File: config.mk
export PLATFORM = sky130hd
export DESIGN_NAME = rxbc_top
export DESIGN_NICKNAME = d
export VERILOG_FILES = /design/src/verilog/rxbc_pkg.sv /design/src/verilog/rxbc_top.sv
export VERILOG_INCLUDE_DIRS = /design/src /design/src/verilog
export SDC_FILE = /design/constraint.sdc
export NUM_CORES = 1
export LEC_CHECK = 0
export ABC_CLOCK_PERIOD_IN_PS = 4500
export BUFFER_PORTS_ARGS = -buffer_cell sky130_fd_sc_hd__buf_2
export CORE_ASPECT_RATIO = 1.25
export CORE_UTILIZATION = 35
export DETAILED_ROUTE_END_ITERATION = 10
export SLEW_MARGIN = 30
export SYNTH_ARGS = -nofsm -noshare
export SYNTH_HDL_FRONTEND = slang
export SYNTH_SLANG_ARGS = --single-unit
File: constraint.sdc
create_clock -name clock_i -period 4.5 [get_ports clock_i]
set_input_delay 0.45 -clock clock_i [delete_from_list [all_inputs] [get_ports clock_i]]
set_output_delay 0.45 -clock clock_i [all_outputs]
set_load 0.03 [all_outputs]
File: src/verilog/rxbc_map.svh
// Constants for the receive entry sequencer: field widths, mode codes, timing.
// Assumes a 50 MHz system clock; included by the design file only.
// Functional notes
// - Enable synthesizer first, wait for lock, then settle signal processing, then ready.
// - Bit-check measures edge-to-edge intervals against programmable window, bounded count.
// - Two interval checks count as one verified bit.
// - Bit-count select picks 0, 3, 6 or 9 bits: 0, 6, 12, 18 checks.
// - Interval inside window continues; outside window aborts to sleep.
// - Lower and upper limits are six-bit fields of control words 5 and 6.
// - Lower time is limit ticks; upper time is limit minus one ticks.
// - Window counter increments once per window tick while bit-check is active.
// - Fail if counter below lower limit at edge, or on reaching upper limit.
// - Demodulator output ignored during both start-up periods.
// - All selected bits passing enters receiving mode and sets host clock enable.
// - Interrupt on entering receive only when transparent and pattern selects are zero.
// - Transparent select with chip select inactive drives demod stream onto serial out.
// - Transparent select zero stores received data into the data buffer.
// - Host may read buffered receive data at any time during receiving mode.
// - Failed check sleeps sleep value times 1024 base clocks, times 1 or 8.
// - Mode bits 010 select receive polling, 011 continuous receive.
`ifndef RXBC_MAP_SVH
`define RXBC_MAP_SVH
`define RXBC_LIM_W 6
`define RXBC_SLEEP_W 5
`define RXBC_SLEEP_UNIT 1024
`define RXBC_SLEEP_XL 8
`define RXBC_MODE_POLL 3'h2
`define RXBC_MODE_CONT 3'h3
`define RXBC_CHECKS_PER_BIT 2
`define RXBC_BITS_PER_STEP 3
`define RXBC_CLK_MHZ 50
`define RXBC_SETTLE_US 100
`define RXBC_SETTLE_CYC ((`RXBC_SETTLE_US * `RXBC_CLK_MHZ))
`endif

File: src/verilog/rxbc_pkg.sv
// Types for the receive entry sequencer.
// Assumes the map header is compiled alongside.
package rxbc_pkg;
  typedef enum logic [2:0] {
    RXBC_IDLE, RXBC_SLEEP, RXBC_SYNTH, RXBC_SETTLE, RXBC_CHECK, RXBC_RECEIVE
  } rxbc_state_t;
endpackage

File: src/verilog/rxbc_top.sv
// Receive entry sequencer: start-up, edge-window bit-check, receive routing.
// Assumes synchronous inputs, one 50 MHz clock and a host on the serial side.
`include "rxbc_map.svh"
module rxbc_top #(
  parameter int SLEEP_BASE = `RXBC_SLEEP_UNIT,
  parameter int SETTLE_CYC = `RXBC_SETTLE_CYC,
  parameter int TICK_DIV = 16
) (
  input wire logic clock_i,
  input wire logic rst_n_i,
  input wire logic [2:0] op_mode_i,
  input wire logic [`RXBC_LIM_W-1:0] lim_lower_i,
  input wire logic [`RXBC_LIM_W-1:0] lim_upper_i,
  input wire logic [1:0] bit_count_sel_i,
  input wire logic [`RXBC_SLEEP_W-1:0] sleep_value_i,
  input wire logic sleep_ext_i,
  input wire logic transparent_sel_i,
  input wire logic pattern_sel_i,
  input wire logic cs_active_i,
  input wire logic synth_lock_i,
  input wire logic demod_i,
  input wire logic host_clk_clear_i,
  input wire logic irq_clear_i,
  input wire logic buf_ready_i,
  output logic synth_en_o,
  output logic sig_proc_en_o,
  output logic rx_active_o,
  output logic receiving_o,
  output logic host_clk_en_o,
  output logic irq_o,
  output logic serial_out_transparent_pin_o,
  output logic serial_out_oe_o,
  output logic buf_valid_o,
  output logic buf_data_o,
  output logic check_fail_o
);
  import rxbc_pkg::*;

  // ************************************************
  // Reset release
  // ************************************************
  logic rst_s1_r, rst_r;
  always_ff @(posedge clock_i or negedge rst_n_i) begin
    if (!rst_n_i) begin
      rst_s1_r <= 1'b0;
      rst_r <= 1'b0;
    end else begin
      rst_s1_r <= 1'b1;
      rst_r <= rst_s1_r;
    end
  end
  wire logic rst_n = rst_r;

  // ************************************************
  // Window tick divider
  // ************************************************
  // Free-running, so the first tick of a check lands anywhere in one period
  logic [15:0] div_r;
  logic tick;
  assign tick = (div_r == 16'(TICK_DIV - 1));
  always_ff @(posedge clock_i or negedge rst_n) begin
    if (!rst_n) div_r <= 16'h0000;
    else if (tick) div_r <= 16'h0000;
    else div_r <= div_r + 16'h0001;
  end

  // ************************************************
  // Sequencer
  // ************************************************
  rxbc_state_t state_r, state_nxt;
  logic [23:0] timer_r;
  logic [`RXBC_LIM_W-1:0] window_counter_value_r;
  logic [4:0] checks_r;
  logic demod_d_r;
  logic edge_seen;
  logic rx_mode_on;
  logic [4:0] checks_needed;
  logic [23:0] sleep_cycles;
  logic win_low, win_high;

  assign rx_mode_on = (op_mode_i == `RXBC_MODE_POLL) || (op_mode_i == `RXBC_MODE_CONT);
  // three bits per step, two checks per bit
  assign checks_needed = 5'(bit_count_sel_i * `RXBC_BITS_PER_STEP * `RXBC_CHECKS_PER_BIT);
  assign sleep_cycles = 24'(sleep_value_i * SLEEP_BASE * (sleep_ext_i ? `RXBC_SLEEP_XL : 1));
  // edges count only from bit-check on
  assign edge_seen = (state_r == RXBC_CHECK || state_r == RXBC_RECEIVE)
    && (demod_i ^ demod_d_r);
  // below lower at edge, or reaching upper
  // lower time is lim ticks, upper is lim minus one
  assign win_low = edge_seen && (window_counter_value_r < lim_lower_i);
  // Upper limit aborts without waiting for an edge
  assign win_high = (window_counter_value_r >= lim_upper_i);

  always_comb begin
    state_nxt = state_r;
    case (state_r)
      RXBC_IDLE: if (rx_mode_on) state_nxt = RXBC_SYNTH;
      RXBC_SLEEP: begin
        if (!rx_mode_on) state_nxt = RXBC_IDLE;
        // Exactly sleep_cycles clocks asleep; a zero value still sleeps one clock
        else if (timer_r + 24'h000001 >= sleep_cycles) state_nxt = RXBC_SYNTH;
      end
      RXBC_SYNTH: if (synth_lock_i) state_nxt = RXBC_SETTLE;
      RXBC_SETTLE: begin
        if (timer_r >= 24'(SETTLE_CYC - 1)) begin
          state_nxt = (checks_needed == 5'h00) ? RXBC_RECEIVE : RXBC_CHECK;
        end
      end
      RXBC_CHECK: begin
        if (win_low || win_high) state_nxt = RXBC_SLEEP;
        else if (edge_seen && checks_r == checks_needed - 5'h01) state_nxt = RXBC_RECEIVE;
      end
      RXBC_RECEIVE: if (!rx_mode_on) state_nxt = RXBC_IDLE;
      default: state_nxt = RXBC_IDLE;
    endcase
    if (!rx_mode_on) state_nxt = RXBC_IDLE;
  end

  always_ff @(posedge clock_i or negedge rst_n) begin
    if (!rst_n) state_r <= RXBC_IDLE;
    else state_r <= state_nxt;
  end

  always_ff @(posedge clock_i or negedge rst_n) begin
    if (!rst_n) timer_r <= 24'h000000;
    else if (state_nxt != state_r) timer_r <= 24'h000000;
    else timer_r <= timer_r + 24'h000001;
  end

  // Tracks demod always, so entering bit-check gives no false edge
  always_ff @(posedge clock_i or negedge rst_n) begin
    if (!rst_n) demod_d_r <= 1'b0;
    else demod_d_r <= demod_i;
  end

  always_ff @(posedge clock_i or negedge rst_n) begin
    if (!rst_n) begin
      window_counter_value_r <= '0;
      checks_r <= 5'h00;
    end else if (state_r != RXBC_CHECK) begin
      window_counter_value_r <= '0;
      checks_r <= 5'h00;
    end else if (edge_seen) begin
      window_counter_value_r <= '0;
      checks_r <= checks_r + 5'h01;
    end else if (tick) begin
      window_counter_value_r <= window_counter_value_r + 1'b1;
    end
  end

  // ************************************************
  // Outputs and receive routing
  // ************************************************
  logic enter_rx;
  assign enter_rx = (state_nxt == RXBC_RECEIVE) && (state_r != RXBC_RECEIVE);

  always_ff @(posedge clock_i or negedge rst_n) begin
    if (!rst_n) begin
      synth_en_o <= 1'b0;
      sig_proc_en_o <= 1'b0;
      rx_active_o <= 1'b0;
      receiving_o <= 1'b0;
      check_fail_o <= 1'b0;
    end else begin
      synth_en_o <= (state_nxt != RXBC_IDLE) && (state_nxt != RXBC_SLEEP);
      sig_proc_en_o <= (state_nxt == RXBC_SETTLE) || (state_nxt == RXBC_CHECK)
        || (state_nxt == RXBC_RECEIVE);
      rx_active_o <= (state_nxt != RXBC_IDLE) && (state_nxt != RXBC_SLEEP);
      receiving_o <= (state_nxt == RXBC_RECEIVE);
      check_fail_o <= (state_r == RXBC_CHECK) && (state_nxt == RXBC_SLEEP);
    end
  end

  // host clock enable set on entry; set wins over clear
  always_ff @(posedge clock_i or negedge rst_n) begin
    if (!rst_n) host_clk_en_o <= 1'b0;
    else if (enter_rx) host_clk_en_o <= 1'b1;
    else if (host_clk_clear_i) host_clk_en_o <= 1'b0;
  end

  // interrupt only in buffered, non-pattern mode
  always_ff @(posedge clock_i or negedge rst_n) begin
    if (!rst_n) irq_o <= 1'b0;
    else if (enter_rx && !transparent_sel_i && !pattern_sel_i) irq_o <= 1'b1;
    else if (irq_clear_i) irq_o <= 1'b0;
  end

  always_ff @(posedge clock_i or negedge rst_n) begin
    if (!rst_n) begin
      serial_out_transparent_pin_o <= 1'b0;
      serial_out_oe_o <= 1'b0;
    end else begin
      serial_out_oe_o <= (state_r == RXBC_RECEIVE) && transparent_sel_i && !cs_active_i;
      serial_out_transparent_pin_o <= demod_i;
    end
  end

  // Two-entry skid buffer so a stalled reader loses no sample
  // A third edge while full is dropped; legal edge spacing never gets there
  logic [1:0] sb_data_r;
  logic [1:0] sb_cnt_r;
  logic push, pop;
  // buffered path only when not transparent
  assign push = (state_r == RXBC_RECEIVE) && !transparent_sel_i && edge_seen
    && (sb_cnt_r != 2'h2);
  assign pop = buf_valid_o && buf_ready_i;
  always_ff @(posedge clock_i or negedge rst_n) begin
    if (!rst_n) begin
      sb_data_r <= 2'h0;
      sb_cnt_r <= 2'h0;
    end else if (state_r != RXBC_RECEIVE) begin
      sb_cnt_r <= 2'h0;
    end else begin
      if (pop) sb_data_r[0] <= sb_data_r[1];
      if (push) begin
        if (sb_cnt_r == 2'h0 || (sb_cnt_r == 2'h1 && pop)) sb_data_r[0] <= demod_i;
        else sb_data_r[1] <= demod_i;
      end
      sb_cnt_r <= sb_cnt_r + {1'b0, push} - {1'b0, pop};
    end
  end

  always_ff @(posedge clock_i or negedge rst_n) begin
    if (!rst_n) begin
      buf_valid_o <= 1'b0;
      buf_data_o <= 1'b0;
    end else begin
      buf_valid_o <= (state_r == RXBC_RECEIVE) && (sb_cnt_r != 2'h0) && !pop;
      buf_data_o <= sb_data_r[0];
    end
  end

  // ************************************************
  // Checks
  // ************************************************
  chk_lock_before_settle: assert property (@(posedge clock_i) disable iff (!rst_n)
    $rose(sig_proc_en_o) |-> $past(synth_lock_i))
    else $error("settle started without lock");
  chk_fail_low_edge: assert property (@(posedge clock_i) disable iff (!rst_n)
    (state_r == RXBC_CHECK && rx_mode_on && win_low) |=> state_r == RXBC_SLEEP)
    else $error("short interval not rejected");
  chk_fail_upper_reach: assert property (@(posedge clock_i) disable iff (!rst_n)
    (state_r == RXBC_CHECK && rx_mode_on && win_high) |=> state_r == RXBC_SLEEP)
    else $error("upper limit not rejected");
  chk_counter_restart: assert property (@(posedge clock_i) disable iff (!rst_n)
    (state_r == RXBC_CHECK && edge_seen) |=> window_counter_value_r == '0)
    else $error("window counter not restarted");
  chk_count_tick: assert property (@(posedge clock_i) disable iff (!rst_n)
    (state_r == RXBC_CHECK && state_nxt == RXBC_CHECK && !tick && !edge_seen)
      |=> $stable(window_counter_value_r))
    else $error("counter moved without tick");
  chk_host_clk_set: assert property (@(posedge clock_i) disable iff (!rst_n)
    enter_rx |=> host_clk_en_o)
    else $error("host clock not enabled");
  chk_irq_gate: assert property (@(posedge clock_i) disable iff (!rst_n)
    (enter_rx && (transparent_sel_i || pattern_sel_i) && !irq_o) |=> !irq_o)
    else $error("irq in transparent or pattern mode");
  chk_zero_bits_skip: assert property (@(posedge clock_i) disable iff (!rst_n)
    (state_r == RXBC_SETTLE && state_nxt != RXBC_SETTLE && rx_mode_on
      && checks_needed == 5'h00) |=> state_r == RXBC_RECEIVE)
    else $error("zero count did not skip check");
  chk_transparent_oe: assert property (@(posedge clock_i) disable iff (!rst_n)
    (state_r == RXBC_RECEIVE && transparent_sel_i && !cs_active_i) |=> serial_out_oe_o)
    else $error("transparent pin not driven");
  chk_synth_first: assert property (@(posedge clock_i) disable iff (!rst_n)
    sig_proc_en_o |-> synth_en_o)
    else $error("signal processing on without synthesizer");
  chk_bit_table: assert property (@(posedge clock_i) disable iff (!rst_n)
    (bit_count_sel_i == 2'h3) |-> checks_needed == 5'h12)
    else $error("nine bits not eighteen checks");
  chk_fail_to_sleep: assert property (@(posedge clock_i) disable iff (!rst_n)
    check_fail_o |-> (state_r == RXBC_SLEEP) && !receiving_o)
    else $error("abort pulse outside sleep");
  chk_counter_bound: assert property (@(posedge clock_i) disable iff (!rst_n)
    (state_r == RXBC_CHECK) |-> window_counter_value_r <= lim_upper_i)
    else $error("window counter past upper limit");
  chk_rx_host_clk: assert property (@(posedge clock_i) disable iff (!rst_n)
    $rose(receiving_o) |-> host_clk_en_o)
    else $error("receive without host clock");
  chk_irq_buffered: assert property (@(posedge clock_i) disable iff (!rst_n)
    (enter_rx && !transparent_sel_i && !pattern_sel_i) |=> irq_o)
    else $error("irq missing on buffered entry");
  chk_pin_follows: assert property (@(posedge clock_i) disable iff (!rst_n)
    serial_out_oe_o |-> serial_out_transparent_pin_o == $past(demod_i))
    else $error("transparent pin not following demod");
  chk_buf_bound: assert property (@(posedge clock_i) disable iff (!rst_n)
    sb_cnt_r != 2'h3)
    else $error("buffer count past two");
  chk_sleep_quiet: assert property (@(posedge clock_i) disable iff (!rst_n)
    (state_r == RXBC_SLEEP) |-> !synth_en_o && !sig_proc_en_o)
    else $error("circuits on during sleep");
  chk_mode_idle: assert property (@(posedge clock_i) disable iff (!rst_n)
    !rx_mode_on |=> state_r == RXBC_IDLE)
    else $error("non-receive mode not idle");
endmodule

==> results of run 1 <==
Yosys cell counts, drive strengths merged, types with 2 or more instances:
cell type	instances	area (sq um)
and4	4	35.0
xnor2	28	245
nor2	34	128
nor4	16	100
dfrtp	70	1750
a21o	2	15.0
o31a	3	27.5
a21oi	27	180
a211oi	3	22.5
xor2	25	219
nor2b	7	43.8
ha	30	375
nand3	20	100
mux2i	2	20.0
buf	9	95.1
nor3	10	50.1
and3	11	70.1
nand2	27	109
o21a	2	15.0
mux2	3	33.8
o21ai	7	35.0
or2	3	18.8
inv	24	90.1
clkbuf	7	27.5
o211ai	3	22.5
nand2b	9	56.3
a211o	3	26.3
conb	2	7.51
or4	3	22.5
nand4	18	134
or3	3	20.0
a21boi	12	120
o221a	2	22.5
layer usage:
layer | GRT usage (%) | part of all wire (%)
met5 | 0 | 0
met4 | 7.39 | 2.1
met2 | 27.0 | 51
met1 | 18.4 | 44
met3 | 2.31 | 2.7
final cells by class:
cell class                 count  area (sq um)  area share, %
multi-input combinational    333          2400           48.2
sequential                    70          1750           35.1
clock buffer                  14           274           5.49
timing repair buffer          48           258           5.17
tap                          164           205           4.11
inverter                      24          90.1           1.81
clock inverter                 1          5.00          0.100
cells by family after synthesis:
family	Yosys count	share of synthesized area (%)
other	2	0.172
buffers and inverters	41	5.13
flip-flops	70	40.1
adder cells (fa/ha/maj)	32	9.28
XOR/XNOR	53	10.6
AO/OA/AOI/OAI	71	12.6
multiplexers	5	1.23
AND/OR/NAND/NOR	168	20.8
worst max-delay path by stage:
stage / from / endpoint / slack (ns)
after global routing: timer_r[0]$_DFF_PN0_ / timer_r[11]$_DFF_PN0_ / 0.29
final: timer_r[0]$_DFF_PN0_ / timer_r[1]$_DFF_PN0_ / 0.67
after CTS: timer_r[0]$_DFF_PN0_ / timer_r[9]$_DFF_PN0_ / 0.63
after global placement: timer_r[0]$_DFF_PN0_ / timer_r[2]$_DFF_PN0_ / 0.70
after floorplan: timer_r[0]$_DFF_PN0_ / timer_r[10]$_DFF_PN0_ / 1.07
after detailed placement: timer_r[0]$_DFF_PN0_ / timer_r[2]$_DFF_PN0_ / 0.68
through the flow:
step | cell area, sq um | hold WS, ns | utilization [%] | setup slack (ns) | power [mW]
after floorplan | 4370 | 0.154 | - | 1.07 | 0.764
after global placement | 4700 | 0.236 | 38.6 | 0.699 | 0.805
after detailed placement | 4700 | 0.238 | 38.6 | 0.678 | 0.808
after CTS | 4990 | 0.262 | 41.0 | 0.630 | 1.48
after global routing | 4990 | 0.269 | 41.0 | 0.292 | 1.53
final | 4990 | 0.246 | 41.0 | 0.670 | 1.46
report_power, final:
group	switching, mW	internal [mW]	leakage, nW
registers	0.0274	0.644	0.963
logic	0.0740	0.0512	1.26
clock network	0.254	0.414	0.139
state kept, by name, summed over array words and instances, names as in the netlist, 2 cells and up:
signal and cells:
timer_r 24, div_r 16, window_counter_value_r 6, checks_r 5
state_r 3, sb_cnt_r 2, sb_data_r 2
==> impl_results.md, run 1 <==
* Post-Route WL at 9180 um
* H-tree Lvls at 3
* CTS root buf: clkbuf_16
* Gpl congestion at between 0.8 and 0.9
* Critical Path Sink Type: flop
* R2r setup slk at 0.67 ns
* Worst hold-check path type: reg2async
* Placed Cells at approximately 640
* Asr flop ratio synth at 100%
* Cell Area, Synth at 4370 sq um
* Sink Count at 70
* Worst flop-to-flop path endpoint: timer_r[1]$_DFF_PN0_
* CTS tree: built
* Syn_area_per_cell at about 9.9 sq um
* Die footprint at roughly 13,000 sq um
* Pwr Density at 294 nW/um^2
* Slowest cell on crit path: dfrtp_1
* Area grow syn2layout at 14.2%
* Largest net degree at the start of global routing at 46
* Total leakage power at 2.36 nW
* Setup CP Type: reg2reg
* CTS Buf Count at 9
* Synth Flop Type: dfrtp_1
* Top-Level Pins at 44
* YS warnings at 0
* Setup crit start kind: flop
* Hpwl dp at 6860 um
* Total iterations of the first detailed-routing run at 6
* Final min period at 3.83 ns
* Final nets at 550
* Layout cell share with drive strength beyond 1 at 19.6%
* Crit-path max FO at 16
* Core Region at 12,200 sq um
* Fillers at 1,242
* Worst Tran Pin Value at 0.636 ns
* Vias in the first global route at 3,490
* Vias at 3,366
* Yosys cell types at between 50 and 60
* Max-slew headroom at the worst pin at approximately 57%
* Mapped Cells at 442
* Reg2reg start: timer_r[0]$_DFF_PN0_
* Site Rows at 45
* First-pass GRT wire length at 15,800 um
* PortBufs at 42
* Crit-path cells: ha_1, nand3_1, nor4_1, buf_4, nand2_1, xnor2_1, ha_1, nand4_1, nor3_1, nand3_1, o31a_1, nor4_1, or3_1, buf_4, a21boi_0
* Final ANT Viol Nets at 0
* Final hold viol count at 0
* Worst IR Drop VDD at between 0.2 and 0.25 mV
* Initial Utilization at 35.9%
* DR iter-0 viols at 142
* Clock buffer depth at 2
* Worst-path clk slew at 0.05 ns
* CP peak stage delay at 0.47 ns
* Post-CTS Resized at 0
* Period Utilization, post-route at a little under nine tenths
* WP depth at 15
* Max Clock Freq at 261 MHz
* Commonest non-fill, non-tap cell in the layout: dfrtp_1
* Setup violations, final at 0
* Crit path max-delay family: simple AND/OR/NAND/NOR gates
* N_diodes at 0
* Slew Viols, Final at 0
* Status: completed
* Unrepaired setup endpoints after global routing: false
* Post-synth EDFFs at 0
* Grt ovf at 0
* Vias per Instance at 5.15
* Seq/Total Area, Yosys at 40.1%
* Worst R2R Path Depth at 15
* Clock Skew at 0.00571 ns
* GRT Overall Usage at 15.5%
* Die span in y at 127 um
* Commonest non-fill, non-tap cells in the layout: 69 x dfrtp_1, 42 x buf_2, 34 x nor2_1
* Postcts setup bufs at 0
* Final Instance Count excl. Fillers at 654
* #FFs+latches synth at 70
* CP required at 4.69 ns
* Skew-Pair Late Insertion Delay at 0.33 ns
* Post-route DRC violation count at 0
* Setup_tns at 0 ns
* Chip width at 102 um
* Arrival @ worst endpoint at 4.02 ns
* WL per Instance at 14.0 um
* Buf/Inv on CP at 2
* Initial antenna violation count at 0
* Max-cap viol count at 0
* Cts hold-fix bufs at 1
Power figures use the tool's default switching activity.
==> inputs of run 2 (changes only) <==
Settings changed: GPL_TIMING_DRIVEN set to 0, HOLD_SLACK_MARGIN set to 0.05, TNS_END_PERCENT set to 10.
==> run 2 against run 1 <==
  * Via count rose by 0.39%
  * Critical endpoint is now timer_r[22]$_DFF_PN0_
  * Register-to-register slack got worse by 0.24 ns
  * Total power fell by 1.3%
  * Largest power group unchanged
  * Critical path type unchanged
  * Global-route usage rose by 0.64 points
  * Maximum frequency fell by 5.9%
  * Wire length rose by 2.7%
  * Design area rose by 2.1%
  * Count of clock-buffer cells in the layout fell by 1
==> impl_results.md, run 2 (same netlist as run 1, synthesis figures left out) <==
* Hpwl dp at ~7100 um
* Slowest cell on crit path: nor4_2
* Crit-path cells: ha_1, nand3_1, nor4_2, nand2_1, xnor2_1, ha_1, nand4_1, nor3_1, nand3_1, o31a_1, nor4_1, or3_1, buf_6, buf_12, a21oi_2
* Die span in y at 127 um
* Clock buffer depth at 2
* DR iter-0 viols at 136
* Period Utilization, post-route at ~90%
* Pwr Density at 284 nW/um^2
* GRT Overall Usage at 16.1%
* Skew-Pair Late Insertion Delay at ~0.34 ns
* Total leakage power at 2.41 nW
* Setup_tns at 0 ns
* Worst Tran Pin Value at 0.749 ns
* Core Region at roughly 12,000 sq um
* Max-cap viol count at 0
* Worst-path clk slew at 0.06 ns
* Busiest layer in global routing: met2
* Grt ovf at 0
* Met2 Track Usage GR at between 20% and 30%
* WL per Instance at 14.2 um
* Final nets at 562
* Critical Path Sink Type: flop
* Chip width at slightly above 100 um
* Buf/Inv on CP at 2
* Vias at 3,379
* Initial antenna violation count at 0
* Postcts setup bufs at 0
* CTS tree: built
* Setup crit start kind: flop
* Hold slack at 0.235 ns
* Commonest non-fill, non-tap cell in the layout: dfrtp_1
* Crit path max-delay family: simple AND/OR/NAND/NOR gates
* CP peak stage delay at approximately 0.57 ns
* Post-route DRC violation count at 0
* Reg with most FFs: timer_r
* Max-slew headroom at the worst pin at 50.1%
* Largest net degree at the start of global routing at 47
* Worst IR Drop VDD at 0.161 mV
* Setup violations, final at 0
* Initial Utilization at a little over a third
* Post-Route WL at about 9400 um
* H-tree Lvls at 3
* Status: completed
* PortBufs at 41
* First-pass GRT wire length at 16,200 um
* Vias per Instance at 5.07
* Worst hold-check path type: reg2async
* Vias in the first global route at 3,432
* Slew Viols, Final at 0
* Crit-path max FO at 10
* Total iterations of the first detailed-routing run at 4
* Max reg flops at 24
* Max Clock Freq at 246 MHz
* Arrival @ worst endpoint at between 4 and 5 ns
* Final hold viol count at 0
* GR met3 Demand/Resource at 3.91%
* Area grow syn2layout at 16.6%
* Gpl congestion at 0.868
* Site Rows at 45
* N_diodes at 0
* Unrepaired setup endpoints after global routing: false
* CP required at about 4.7 ns
* Setup CP Type: reg2reg
* Sink Count at 70
* Clock Skew at 0.00703 ns
* CTS root buf: clkbuf_16
* Die footprint at 12,900 sq um
* Top-Level Pins at 44
* Largest registers: timer_r (24), div_r (16), window_counter_value_r (6)
* Layout cell share with drive strength beyond 1 at 20.1%
* Final min period at approximately 4.1 ns
* CTS Buf Count at 9
* Final ANT Viol Nets at 0
* Final Util at 41.9%
* Grt met1 use at 19.8%
* Commonest non-fill, non-tap cells in the layout: 69 x dfrtp_1, 43 x buf_2, 34 x nor2_1
[run 2: changes by cell type in the layout (fill, tap and decap cells not counted), moves of 2 or more]
cell	previous run	this run
clkbuf_1	2	9
buf_12	0	2
buf_4	5	3
buf_6	0	2
clkbuf_8	3	1
[run 2: final timing paths]
path / startpoint / slack, ns / depth (start not counted) / endpoint
min in group clock_i: cs_active_i / 0.27 / 2 / serial_out_oe_o$_DFF_PN0_
min reg2reg: rst_n$_DFF_PN0_ / 0.23 / 0 / div_r[10]$_DFF_PN0_
max in group asynchronous: rst_n$_DFF_PN0_ / 3.72 / 1 / timer_r[18]$_DFF_PN0_
max: timer_r[0]$_DFF_PN0_ / 0.43 / 15 / timer_r[22]$_DFF_PN0_
min: rst_n$_DFF_PN0_ / 0.23 / 0 / div_r[10]$_DFF_PN0_
max reg2reg: timer_r[0]$_DFF_PN0_ / 0.43 / 15 / timer_r[22]$_DFF_PN0_
[run 2: through the flow]
step,power [mW],instance area [sq um],std cells,worst slack (ns)
floorplan,0.764,4370,444,1.07
global placement,0.808,4780,649,0.269
detailed placement,0.815,4820,650,0.215
CTS,1.47,5090,666,0.183
global route,1.51,5090,666,0.140
finish,1.45,5090,666,0.432
[run 2: layout make-up]
class                           instances  area (sq um)
Clock inverter                          2          10.0
Fill cell                            1212          7070
Buffer                                 17           134
Tap cell                              164           205
Sequential cell                        70          1760
Timing Repair Buffer                   43           243
Clock buffer                           13           250
Inverter                               24          90.1
Multi-Input combinational cell        333          2400
[run 2: repair_timing]
| action | CTS | global route |
|---|---|---|
| hold buffers | 1 | 0 |
| endpoints found under the setup margin | 0 | 23 |
| gates resized for setup | 0 | 1 |
| endpoints found under the hold margin | 2 | 0 |
[run 2: report_power, final]
group	internal [mW]	switching, mW	total (mW)
Clock	0.383	0.258	0.642
Sequential	0.644	0.0264	0.671
Combinational	0.0552	0.0780	0.133
Total	1.08	0.363	1.45
[run 2: per-layer routing]
metal / part of all wire [%] / routed length (um) / vias up
li1: - / - / 1671
met2: 49 / 4620 / 77
met4: 2.4 / 225 / 0
met1: 45 / 4230 / 1612
met5: 0 / 0 / -
met3: 3.8 / 354 / 19
